<file path="config.mk">
export PLATFORM = sky130hd
export DESIGN_NAME = isar_top
export DESIGN_NICKNAME = d
export VERILOG_FILES = /design/src/isar_pkg.sv /design/src/isar_pin_sync.sv /design/src/isar_bus_check.sv /design/src/isar_top.sv
export SDC_FILE = /design/constraint.sdc
export NUM_CORES = 1
export LEC_CHECK = 0
export ABC_AREA = 1
export BUFFER_PORTS_ARGS = -buffer_cell sky130_fd_sc_hd__buf_2
export CAP_MARGIN = 0
export CORE_ASPECT_RATIO = 2
export CORE_MARGIN = 4
export CORE_UTILIZATION = 54
export DETAILED_ROUTE_END_ITERATION = 8
export MAX_ROUTING_LAYER = met4
export PLACE_DENSITY = 0.91
export SYNTH_ARGS = -nofsm -noshare
export SYNTH_HDL_FRONTEND = slang
export SYNTH_SLANG_ARGS = --single-unit
</file>
<file path="constraint.sdc">
create_clock -name aclk -period 4.8 [get_ports aclk]
set_input_delay 0.48 -clock aclk [delete_from_list [all_inputs] [get_ports aclk]]
set_output_delay 0.48 -clock aclk [all_outputs]
set_load 0.01 [all_outputs]
</file>
<file path="src/isar_pkg.sv">
package isar_pkg;

  // ----------------------------------------
  // register byte addresses
  // ----------------------------------------
  localparam logic [31:0] ADDR_BUS_STATUS    = 32'h5000_1370;
  localparam logic [31:0] ADDR_TX_LEVEL      = 32'h5000_1374;
  localparam logic [31:0] ADDR_RX_LEVEL      = 32'h5000_1378;
  localparam logic [31:0] ADDR_HOLD_TIME     = 32'h5000_137C;
  localparam logic [31:0] ADDR_ABORT_CAUSE   = 32'h5000_1380;
  localparam logic [31:0] ADDR_IRQ_STATUS    = 32'h5000_1384;
  localparam logic [31:0] ADDR_IRQ_MASK      = 32'h5000_1388;

  // ----------------------------------------
  // field positions
  // ----------------------------------------
  localparam int unsigned ST_SLAVE_BUSY      = 6;
  localparam int unsigned ST_MASTER_BUSY     = 5;
  localparam int unsigned ST_RX_FULL         = 4;
  localparam int unsigned ST_RX_NOT_EMPTY    = 3;
  localparam int unsigned ST_TX_EMPTY        = 2;
  localparam int unsigned ST_TX_NOT_FULL     = 1;
  localparam int unsigned ST_ACTIVITY        = 0;
  localparam int unsigned AB_SLAVE_READ_BAD  = 15;
  localparam int unsigned AB_SLAVE_LOST      = 14;
  localparam int unsigned AB_STALE_FLUSH     = 13;
  localparam int unsigned AB_ARB_LOSS        = 12;
  localparam int unsigned AB_MASTER_DIS      = 11;
  localparam int unsigned AB_TEN_BIT_READ    = 10;
  localparam int unsigned IRQ_ABORT          = 0;
  localparam int unsigned IRQ_RX_FULL        = 1;

  // ----------------------------------------
  // sizes, resets, bus answers
  // ----------------------------------------
  localparam int unsigned CNT_W              = 6;
  localparam logic [5:0]  FIFO_DEPTH         = 6'h20;
  localparam logic [15:0] HOLD_RESET         = 16'h0001;
  localparam logic [1:0]  PIN_RESET          = 2'h3;
  localparam logic [1:0]  RESP_OKAY          = 2'h0;
  localparam logic [1:0]  RESP_SLVERR        = 2'h2;

  // ----------------------------------------
  // state types
  // ----------------------------------------
  typedef struct packed {
    logic        aw_held;
    logic [31:0] aw_addr;
    logic        w_held;
    logic [31:0] w_data;
    logic [3:0]  w_strb;
    logic        bvalid;
    logic [1:0]  bresp;
    logic        rvalid;
    logic [31:0] rdata;
    logic [1:0]  rresp;
    logic [15:0] hold;
    logic [15:0] cause;
    logic [1:0]  istat;
    logic [1:0]  imask;
    logic        rx_full_d;
    logic        abort_evt;
    logic        irq;
  } isar_state_type;

  typedef struct packed {
    logic [1:0] s1;
    logic [1:0] s2;
    logic [1:0] s3;
    logic [1:0] lvl;
    logic [1:0] rise;
  } isar_sync_type;

endpackage

</file>
<file path="src/isar_pin_sync.sv">
`timescale 1ns/1ps
module isar_pin_sync
(
  // clock and reset
  input  wire logic       aclk,
  input  wire logic       aresetn,
  // bus pins, index 0 clock line, 1 data line
  input  wire logic [1:0] pin_in,
  // filtered levels and rising edges
  output logic      [1:0] pin_level,
  output logic      [1:0] pin_rise
);

  isar_pkg::isar_sync_type st_r;
  isar_pkg::isar_sync_type st_nxt;

  always_comb
  begin
    st_nxt    = st_r;
    st_nxt.s1 = pin_in;
    st_nxt.s2 = st_r.s1;
    st_nxt.s3 = st_r.s2;
    // change counts only once two late stages agree
    for (int i = 0; i < 2; i++)
    begin
      if (st_r.s2[i] == st_r.s3[i])
        st_nxt.lvl[i] = st_r.s2[i];
      st_nxt.rise[i] = st_nxt.lvl[i] & ~st_r.lvl[i];
    end
  end

  always_ff @(posedge aclk)
  begin
    if (!aresetn)
    begin
      st_r      <= '0;
      st_r.s1   <= isar_pkg::PIN_RESET;
      st_r.s2   <= isar_pkg::PIN_RESET;
      st_r.s3   <= isar_pkg::PIN_RESET;
      st_r.lvl  <= isar_pkg::PIN_RESET;
    end
    else
      st_r <= st_nxt;
  end

  assign pin_level = st_r.lvl;
  assign pin_rise  = st_r.rise;

endmodule // isar_pin_sync

</file>
<file path="src/isar_bus_check.sv">
`timescale 1ns/1ps
module isar_bus_check
(
  // clock and reset
  input  wire logic aclk,
  input  wire logic aresetn,
  // filtered bus view
  input  wire logic scl_rise,
  input  wire logic sda_level,
  // transmitter side
  input  wire logic tx_active,
  input  wire logic sda_tx_bit,
  // loss of ownership, one-cycle pulse
  output logic      bus_lost
);

  logic lost_r;
  logic lost_nxt;

  always_comb
  begin
    // line not what we drove at clock rise: someone else owns it
    lost_nxt = tx_active && scl_rise && (sda_level != sda_tx_bit);
  end

  always_ff @(posedge aclk)
  begin
    if (!aresetn)
      lost_r <= 1'b0;
    else
      lost_r <= lost_nxt;
  end

  assign bus_lost = lost_r;
endmodule // isar_bus_check

</file>
<file path="src/isar_top.sv">
`timescale 1ns/1ps
module isar_top
(
  // clock and reset
  input  wire logic        aclk,
  input  wire logic        aresetn,
  // register bus, write side
  input  wire logic [31:0] s_axi_awaddr,
  input  wire logic [2:0]  s_axi_awprot,
  input  wire logic        s_axi_awvalid,
  output logic             s_axi_awready,
  input  wire logic [31:0] s_axi_wdata,
  input  wire logic [3:0]  s_axi_wstrb,
  input  wire logic        s_axi_wvalid,
  output logic             s_axi_wready,
  output logic      [1:0]  s_axi_bresp,
  output logic             s_axi_bvalid,
  input  wire logic        s_axi_bready,
  // register bus, read side
  input  wire logic [31:0] s_axi_araddr,
  input  wire logic [2:0]  s_axi_arprot,
  input  wire logic        s_axi_arvalid,
  output logic             s_axi_arready,
  output logic      [31:0] s_axi_rdata,
  output logic      [1:0]  s_axi_rresp,
  output logic             s_axi_rvalid,
  input  wire logic        s_axi_rready,
  // state machine activity
  input  wire logic        slave_fsm_busy,
  input  wire logic        master_fsm_busy,
  // queue fill counts
  input  wire logic [5:0]  tx_queue_count,
  input  wire logic [5:0]  rx_queue_count,
  // slave side events
  input  wire logic        slave_read_active,
  input  wire logic        slave_read_req,
  input  wire logic        data_command_port_wr,
  input  wire logic        data_command_read_bit,
  input  wire logic        slave_tx_active,
  // master side events
  input  wire logic        master_tx_active,
  input  wire logic        master_start_req,
  input  wire logic        master_mode_enable,
  input  wire logic        master_read_req,
  input  wire logic        ten_bit_addr,
  input  wire logic        repeat_start_enable,
  // bus pins and bit being sent
  input  wire logic        scl_in,
  input  wire logic        sda_in,
  input  wire logic        sda_tx_bit,
  // results
  output logic             transmit_abort_event,
  output logic      [15:0] data_line_hold_cycles,
  output logic             irq
);

  // ----------------------------------------
  // pin filter and ownership check
  // ----------------------------------------
  logic [1:0] pin_level;
  logic [1:0] pin_rise;
  logic       bus_lost;

  isar_pin_sync u_sync
  (
    .aclk      (aclk),
    .aresetn   (aresetn),
    .pin_in    ({sda_in, scl_in}),
    .pin_level (pin_level),
    .pin_rise  (pin_rise)
  );

  isar_bus_check u_check
  (
    .aclk       (aclk),
    .aresetn    (aresetn),
    .scl_rise   (pin_rise[0]),
    .sda_level  (pin_level[1]),
    .tx_active  (master_tx_active | slave_tx_active),
    .sda_tx_bit (sda_tx_bit),
    .bus_lost   (bus_lost)
  );

  // ----------------------------------------
  // live status words
  // ----------------------------------------
  logic [15:0] status_word;
  logic        rx_full;

  always_comb
  begin
    rx_full     = (rx_queue_count == isar_pkg::FIFO_DEPTH);
    status_word = '0;
    status_word[isar_pkg::ST_SLAVE_BUSY]   = slave_fsm_busy;
    status_word[isar_pkg::ST_MASTER_BUSY]  = master_fsm_busy;
    status_word[isar_pkg::ST_RX_FULL]      = rx_full;
    status_word[isar_pkg::ST_RX_NOT_EMPTY] = (rx_queue_count != 6'h00);
    // empty queue is a level only, kept out of the interrupt vector
    status_word[isar_pkg::ST_TX_EMPTY]     = (tx_queue_count == 6'h00);
    status_word[isar_pkg::ST_TX_NOT_FULL]  = (tx_queue_count != isar_pkg::FIFO_DEPTH);
    // roles tracked apart, either one marks the bus busy
    status_word[isar_pkg::ST_ACTIVITY]     = slave_fsm_busy | master_fsm_busy;
  end

  // ----------------------------------------
  // abort causes
  // ----------------------------------------
  logic [15:0] cause_set;

  always_comb
  begin
    cause_set = '0;
    cause_set[isar_pkg::AB_SLAVE_READ_BAD] =
      data_command_port_wr && data_command_read_bit && slave_read_active;
    cause_set[isar_pkg::AB_SLAVE_LOST] = bus_lost && slave_tx_active;
    cause_set[isar_pkg::AB_STALE_FLUSH] =
      slave_read_req && (tx_queue_count != 6'h00);
    // shared loss bit, bit 14 tells the slave case apart
    cause_set[isar_pkg::AB_ARB_LOSS] = bus_lost;
    cause_set[isar_pkg::AB_MASTER_DIS] =
      master_start_req && !master_mode_enable;
    cause_set[isar_pkg::AB_TEN_BIT_READ] =
      master_read_req && ten_bit_addr && !repeat_start_enable;
  end

  // ----------------------------------------
  // register read mux
  // ----------------------------------------
  function automatic logic [33:0] read_mux(input logic [31:0] addr,
                                           input logic [15:0] hold,
                                           input logic [15:0] cause,
                                           input logic [1:0]  istat,
                                           input logic [1:0]  imask);
    logic [33:0] res;
    res = {isar_pkg::RESP_OKAY, 32'h0000_0000};
    unique case (addr)
      isar_pkg::ADDR_BUS_STATUS:  res[15:0] = status_word;
      isar_pkg::ADDR_TX_LEVEL:    res[5:0]  = tx_queue_count;
      isar_pkg::ADDR_RX_LEVEL:    res[5:0]  = rx_queue_count;
      isar_pkg::ADDR_HOLD_TIME:   res[15:0] = hold;
      isar_pkg::ADDR_ABORT_CAUSE: res[15:0] = cause;
      isar_pkg::ADDR_IRQ_STATUS:  res[1:0]  = istat;
      isar_pkg::ADDR_IRQ_MASK:    res[1:0]  = imask;
      default:                    res[33:32] = isar_pkg::RESP_SLVERR;
    endcase
    return res;
  endfunction

  // ----------------------------------------
  // state update
  // ----------------------------------------
  isar_pkg::isar_state_type st_r;
  isar_pkg::isar_state_type st_nxt;
  logic [1:0]               irq_clr;
  logic [1:0]               irq_set;

  assign s_axi_awready = !st_r.aw_held && !st_r.bvalid;
  assign s_axi_wready  = !st_r.w_held && !st_r.bvalid;
  assign s_axi_arready = !st_r.rvalid;

  always_comb
  begin
    st_nxt  = st_r;
    irq_clr = '0;
    irq_set = '0;
    if (s_axi_awvalid && s_axi_awready)
    begin
      st_nxt.aw_held = 1'b1;
      st_nxt.aw_addr = s_axi_awaddr;
    end
    if (s_axi_wvalid && s_axi_wready)
    begin
      st_nxt.w_held = 1'b1;
      st_nxt.w_data = s_axi_wdata;
      st_nxt.w_strb = s_axi_wstrb;
    end
    if (st_r.bvalid && s_axi_bready)
      st_nxt.bvalid = 1'b0;
    // write takes effect once both halves are in
    if (st_nxt.aw_held && st_nxt.w_held)
    begin
      st_nxt.aw_held = 1'b0;
      st_nxt.w_held  = 1'b0;
      st_nxt.bvalid  = 1'b1;
      st_nxt.bresp   = isar_pkg::RESP_OKAY;
      unique case (st_nxt.aw_addr)
        isar_pkg::ADDR_HOLD_TIME:
        begin
          if (st_nxt.w_strb[0])
            st_nxt.hold[7:0] = st_nxt.w_data[7:0];
          if (st_nxt.w_strb[1])
            st_nxt.hold[15:8] = st_nxt.w_data[15:8];
        end
        isar_pkg::ADDR_IRQ_STATUS:
          if (st_nxt.w_strb[0])
            irq_clr = st_nxt.w_data[1:0];
        isar_pkg::ADDR_IRQ_MASK:
          if (st_nxt.w_strb[0])
            st_nxt.imask = st_nxt.w_data[1:0];
        isar_pkg::ADDR_BUS_STATUS, isar_pkg::ADDR_TX_LEVEL,
        isar_pkg::ADDR_RX_LEVEL, isar_pkg::ADDR_ABORT_CAUSE: ;
        default:
          st_nxt.bresp = isar_pkg::RESP_SLVERR;
      endcase
    end
    if (st_r.rvalid && s_axi_rready)
      st_nxt.rvalid = 1'b0;
    if (s_axi_arvalid && s_axi_arready)
    begin
      st_nxt.rvalid = 1'b1;
      {st_nxt.rresp, st_nxt.rdata} =
        read_mux(s_axi_araddr, st_r.hold, st_r.cause, st_r.istat, st_r.imask);
    end
    // causes stay until the abort flag is cleared; new events win
    if (irq_clr[isar_pkg::IRQ_ABORT])
      st_nxt.cause = '0;
    st_nxt.cause     = st_nxt.cause | cause_set;
    st_nxt.abort_evt = |cause_set;
    st_nxt.rx_full_d = rx_full;
    irq_set[isar_pkg::IRQ_ABORT]   = |cause_set;
    irq_set[isar_pkg::IRQ_RX_FULL] = rx_full && !st_r.rx_full_d;
    st_nxt.istat = (st_r.istat & ~irq_clr) | irq_set;
    st_nxt.irq   = |(st_nxt.istat & st_nxt.imask);
  end

  always_ff @(posedge aclk)
  begin
    if (!aresetn)
    begin
      st_r      <= '0;
      st_r.hold <= isar_pkg::HOLD_RESET;
    end
    else
      st_r <= st_nxt;
  end

  assign s_axi_bvalid          = st_r.bvalid;
  assign s_axi_bresp           = st_r.bresp;
  assign s_axi_rvalid          = st_r.rvalid;
  assign s_axi_rdata           = st_r.rdata;
  assign s_axi_rresp           = st_r.rresp;
  assign transmit_abort_event  = st_r.abort_evt;
  assign data_line_hold_cycles = st_r.hold;
  assign irq                   = st_r.irq;

  logic ar_hs;
  assign ar_hs = s_axi_arvalid && s_axi_arready;
endmodule // isar_top

</file>
==> flow_summary.yaml, run 1 <==
floorplanning:
  initial_core_util: 0.553
  fp-row-count: 52
  io_pins: 200
  die_area_um2: 12100
  die_w_um: 79.9
  core_area_um2: 10100
  die_y_um: 152
worst_hold_path:
  hp-class: "input pin to flip-flop"
synth:
  yosys_warnings: 0
  ys_types: 37
  mappedNetlistArea_um2: 5580
  synth_seq_area_share: 0.398
  synth_enable_flop_cells: 0
  synthArstFlopShare: 0
  postSynthCellCount: 802
  syn_area_per_cell_um2: 6.96
  synth_seq_cells: 111
  ys.flop_type: "dfxtp_1"
clock_tree:
  cts.repair.resized: 0
  cts_tree: "yes"
  ctsHoldBuffers: 0
  cts-root-buf: "clkbuf_16"
  clock_latency_ns: 0.34
  path_clk_slew_ns: 0.07
  cts.path.max_buffers: 2
  cts_buffers: 9
  cts_num_sinks: 111
  htreeDepth: 3
  post-cts-setup-buffers: 0
sta:
  hold_viol: 0
  max_slew_margin: 0.381
  rsz0062_at_grt: "no"
  max_slew.worst_pin.slew_ns: 0.927
  skew_ns: 0.00882
  setup_violations: 0
  drv_slew: 0
  period_minus_slack_ns: 3.13
  min_period_over_period: 0.652
  fmax_mhz: 320
  setup_tns_ns: 0
layout:
  fillCellCount: 929
  final_cell_mix: "nand2_1, buf_2, dfxtp_1, nor2_1, inv_1"
  num-nets-final: 1044
  final_common_cell: "nand2_1"
  utilization: 0.630
  instances_no_fill: 1043
  design_area_um2: 6350
  area_growth_pct: 13.7
  drive_gt1_frac: 0.237
  diodes: 0
worst_setup_path:
  worstPathArrival_ns: 3.34
  critPathLaunchType: "flip-flop"
  crit_type: "flip-flop to flip-flop"
  worstPathMaxFanout: 38
  critPathRequiredTime_ns: 5.01
  crit_path_end_kind: "flip-flop"
route:
  m1WireLength_um: 4780
  drt_iter0_drc: 350
  highest_layer: "met4"
  vias: 5206
  met2_length_um: 7210
  drc: 0
  drt-total-wl_um: 13500
  antenna_left: 0
  drtPass1Iterations: 5
  routed_via_density: 4.99
  avgRoutedWirePerCell_um: 12.9
  wl_met3_um: 945
placed_design:
  dpl_cell_area_um2: 6020
  routabilityCongestion: 0.936
  port_buffers: 157
  placedCellCount: 1027
  hpwl_um: 10500
pwr:
  clkPwrFrac: 0.357
  sequentialPowerShare: 0.454
  p_switching_w: 0.000620
  internal_power_w: 0.00162
  total_power_w: 0.00224
  powerDensity_nw_per_um2: 353
  p_leak_nw: 3.19
  p_comb_frac: 0.190
  vdd.ir_drop.worst_v: 0.000288
  swShare: 0.277
global_route:
  grt-ovfl-total: 0
  antenna_found_initial: 0
  grt_pass1_wl_um: 20700
  grt_max_degree: 56
  grt_pass1_vias: 4671
  track_usage: 0.224
outcome:
  outcome: "finished clean"
run:
  cap_violations: 0
[power groups by stage]
| stage | Clock, W | Sequential [W] | Combinational [W] |
|---|---|---|---|
| CTS | 0.000812 | 0.00102 | 0.000426 |
| global placement | 0 | 0.00103 | 0.000411 |
| finish | 0.000799 | 0.00102 | 0.000424 |
| floorplan | 0 | 0.00103 | 0.000343 |
| detailed placement | 0 | 0.00104 | 0.000422 |
| global route | 0.000852 | 0.00102 | 0.000484 |
[per-layer routing]
metal,vias up,GRT usage
met4,0,0.118
met1,2280,0.211
li1,2670,-
met5,-,-
met3,41,0.0473
met2,215,0.414
[stage by stage]
stage	hold slack (ns)	worst slack (ns)
after global placement	0.396	1.66
after CTS	0.317	1.60
after detailed placement	0.399	1.62
final	0.325	1.67
after global routing	0.321	1.36
after floorplan	0.393	2.81
[cell families after synthesis]
kind of cell           Yosys count  share of synthesized area
multiplexers                     1                    0.00179
flip-flops                     111                      0.398
AND/OR/NAND/NOR                435                      0.356
buffers and inverters          162                      0.156
other                            1                   0.000672
XOR/XNOR                         1                    0.00157
AO/OA/AOI/OAI                   91                     0.0861
[cells in the mapped netlist, drive strengths merged, types with 14 or more instances]
master / count / area share
dfxtp: 111 / 0.40
inv: 76 / 0.051
o21ai: 40 / 0.038
nand3b: 19 / 0.026
nor2: 99 / 0.075
or2: 22 / 0.025
nand4: 23 / 0.026
buf: 67 / 0.092
a21oi: 47 / 0.042
nand2: 210 / 0.14
nor3: 14 / 0.015
nand3: 45 / 0.043
clkbuf: 18 / 0.012
[final timing paths]
path	from	endpoint	slack, ns	cells after the start
setup / recovery	s_axi_bvalid$_SDFFE_PN0P_	data_line_hold_cycles[0]$_SDFFE_PN1P_	1.67	10
hold / removal	sda_in	u_sync.st_nxt[7]$_SDFF_PN1_	0.33	2
setup reg to reg	s_axi_bvalid$_SDFFE_PN0P_	data_line_hold_cycles[0]$_SDFFE_PN1P_	1.67	10
hold reg to reg	u_sync.st_nxt[7]$_SDFF_PN1_	u_sync.st_nxt[5]$_SDFF_PN1_	0.42	1
[sequential cells by signal, summed over array words and instances (netlist names)]
register	flops
u_check.bus_lost	1
s_axi_rvalid	1
s_axi_rdata	16
data_line_hold_cycles	16
s_axi_rresp	1
u_sync.pin_level	2
irq	1
u_sync.st_r	2
transmit_abort_event	1
s_axi_bvalid	1
u_sync.st_nxt	4
u_sync.pin_rise	1
st_r	63
s_axi_bresp	1
[layout make-up]
type / count / area, um2 / share of cell area
repair buffers: 158 / 793 / 0.125
well taps: 135 / 169 / 0.0266
inverters: 77 / 289 / 0.0455
clock inverters: 5 / 81.3 / 0.0128
clock buffers: 11 / 243 / 0.0382
multi-input cells: 546 / 2550 / 0.402
flip-flops and latches: 111 / 2220 / 0.350
[critical path, cell delays in order, from the launching register on]
cell	delay (ns)
dfxtp_1	0.36
nor2_4	0.53
nand2_2	0.59
o21ai_2	0.31
nand2_1	0.07
nor2_1	0.19
nand2_1	0.18
nor2_8	0.30
nand3_2	0.24
nand2_1	0.13
o211ai_2	0.07
Note: power is estimated with default switching activity, not from simulation.
==> inputs of run 2 (changes only) <==
--- a/config.mk
+++ b/config.mk
@@ -5,15 +5,15 @@
 export SDC_FILE = /design/constraint.sdc
 export NUM_CORES = 1
 export LEC_CHECK = 0
-export ABC_AREA = 1
+export ABC_AREA = 0
 export BUFFER_PORTS_ARGS = -buffer_cell sky130_fd_sc_hd__buf_2
 export CAP_MARGIN = 0
 export CORE_ASPECT_RATIO = 2
 export CORE_MARGIN = 4
-export CORE_UTILIZATION = 54
+export CORE_UTILIZATION = 44
 export DETAILED_ROUTE_END_ITERATION = 8
 export MAX_ROUTING_LAYER = met4
-export PLACE_DENSITY = 0.91
+export PLACE_DENSITY = 0.81
 export SYNTH_ARGS = -nofsm -noshare
 export SYNTH_HDL_FRONTEND = slang
 export SYNTH_SLANG_ARGS = --single-unit
==> constraint.sdc (replaced) <==
create_clock -name aclk -period 2.69 [get_ports aclk]
set_input_delay 0.269 -clock aclk [delete_from_list [all_inputs] [get_ports aclk]]
set_output_delay 0.269 -clock aclk [all_outputs]
set_load 0.01 [all_outputs]
==> flow_summary.yaml, run 2 <==
sta:
  period_minus_slack_ns: 2.46
  max_slew_margin: 0.548
  fmax_mhz: 407
  rsz0062_at_grt: "no"
  setup_tns_ns: 0
  min_period_over_period: 0.913
  hold_viol: 0
  drv_slew: 0
  hold_slack_ns: 0.0867
  skew_ns: 0.0118
  max_slew.worst_pin.slew_ns: 0.677
  setup_violations: 0
clock_tree:
  clock_latency_ns: 0.36
  cts_num_sinks: 111
  cts_tree: "yes"
  post-cts-setup-buffers: 0
  path_clk_slew_ns: 0.08
  cts_buffers: 9
  cts.path.max_buffers: 2
  ctsHoldBuffers: 0
  cts-root-buf: "clkbuf_16"
  htreeDepth: 3
  cts.repair.resized: 0
pwr:
  total_power_w: 0.00360
  powerDensity_nw_per_um2: 598
  vdd.ir_drop.worst_v: 0.000401
  p_leak_nw: 2.64
floorplanning:
  core_area_um2: 11400
  initial_core_util: 0.450
  die_area_um2: 13500
  die_w_um: 84.2
  fp-row-count: 55
  die_y_um: 160
  io_pins: 200
worst_setup_path:
  crit_top_cell: "a21oi_1"
  crit_type: "flip-flop to flip-flop"
  slowest_delay_ns: 0.50
  critPathLaunchType: "flip-flop"
  worstPathArrival_ns: 2.75
  crit_path_cell_trace: "or3b_1 -> buf_4 -> nand2_1 -> a21oi_1 -> nand4b_4 -> or2_2 -> a21oi_1"
  crit_family: "simple AND/OR/NAND/NOR gates"
  worstPathMaxFanout: 16
  crit_path_end_kind: "flip-flop"
  critPathRequiredTime_ns: 2.98
  crit_slowest_cell: "dfxtp_1"
  crit_buf_inv: 1
placed_design:
  routabilityCongestion: 0.842
  dpl_cell_area_um2: 5700
  hpwl_um: 10300
  port_buffers: 157
synth:
  yosys_warnings: 0
  synth_most_common_cell: "dfxtp_1"
  postSynthCellCount: 604
  synthTopCellsByCount: "dfxtp_1, nand2_1, a21oi_1"
  netlist_top_cells_area: "dfxtp_1, buf_4, nand2_1"
  mappedNetlistArea_um2: 5110
  ys.flop_type: "dfxtp_1"
  synth_top_area_share: 0.435
  syn_area_per_cell_um2: 8.46
  ys_types: 50
  synthArstFlopShare: 0
  synth_seq_area_share: 0.435
  synth_area_leader_cell: "dfxtp_1"
  synth_enable_flop_cells: 0
  synth_seq_cells: 111
global_route:
  grt_max_degree: 33
  grt-ovfl-total: 0
  antenna_found_initial: 0
  grt_pass1_wl_um: 20600
  track_usage: 0.193
  grt_pass1_vias: 4360
route:
  drtPass1Iterations: 4
  drt_iter0_drc: 167
  drc: 0
  antenna_left: 0
  avgRoutedWirePerCell_um: 15.0
  drt-total-wl_um: 13000
  routed_via_density: 5.20
  vias: 4512
layout:
  fillCellCount: 1124
  largest_register: "st_r"
  final_cell_mix: "buf_2, dfxtp_1, nand2_1, a21oi_1, nor2_1"
  diodes: 0
  num-nets-final: 862
  design_area_um2: 6030
  final_common_cell: "buf_2"
  drive_gt1_frac: 0.295
  area_growth_pct: 18.0
  largest_register_ffs: 63
worst_hold_path:
  hp-class: "input pin to flip-flop"
run:
  cap_violations: 0
outcome:
  outcome: "finished clean"
run 2: cell families after synthesis:
logic type | Yosys count | share of synthesized area
buffers and inverters | 93 | 0.120
and+or+nand+nor | 247 | 0.244
muxes | 31 | 0.0615
DFF | 111 | 0.435
other | 1 | 0.000734
AOI/OAI and AO/OA | 121 | 0.139
run 2: worst paths after layout:
path / from / end / slack (ns) / cells after the start
setup / recovery: s_axi_bvalid$_SDFFE_PN0P_ / data_line_hold_cycles[8]$_SDFFE_PN0P_ / 0.23 / 7
hold reg to reg: u_sync.st_nxt[7]$_SDFF_PN1_ / u_sync.st_nxt[5]$_SDFF_PN1_ / 0.41 / 1
setup reg to reg: s_axi_bvalid$_SDFFE_PN0P_ / data_line_hold_cycles[8]$_SDFFE_PN0P_ / 0.23 / 7
hold / removal: sda_in / u_sync.st_nxt[7]$_SDFF_PN1_ / 0.09 / 2
run 2: power breakdown:
part | leakage [nW] | switching [W] | internal, W
sequential | 0.908 | 0.0000469 | 0.00173
combinational | 1.58 | 0.000275 | 0.000220
clock | 0.145 | 0.000672 | 0.000662
total | 2.64 | 0.000994 | 0.00261
run 2: metrics by stage:
step / utilization / cells / setup slack (ns)
3_5_place_dp: 0.502 / 852 / 0.0753
3_3_place_gp: 0.502 / 852 / 0.138
6_report: 0.531 / 868 / 0.234
5_1_grt: 0.531 / 868 / 0.0280
4_1_cts: 0.529 / 868 / 0.0606
2_1_floorplan: - / 621 / 0.592
run 2: cell type report:
type                            instances  area (um2)  share of cell area
Multi-Input combinational cell        417        2370               0.393
Clock inverter                          7        75.1              0.0125
Timing Repair Buffer                  174         926               0.154
Clock buffer                            9         225              0.0374
Sequential cell                       111        2220               0.369
Inverter                                8        30.0             0.00498
Tap cell                              142         178              0.0295
run 2: metal layers:
metal | global-route usage | wire [um] | share of wire | vias up
met5 | - | 0 | 0 | -
met4 | 0.0857 | 313 | 0.024 | 0
met3 | 0.0354 | 805 | 0.062 | 21
met2 | 0.369 | 7330 | 0.56 | 138
met1 | 0.181 | 4570 | 0.35 | 2094
li1 | - | - | - | 2259
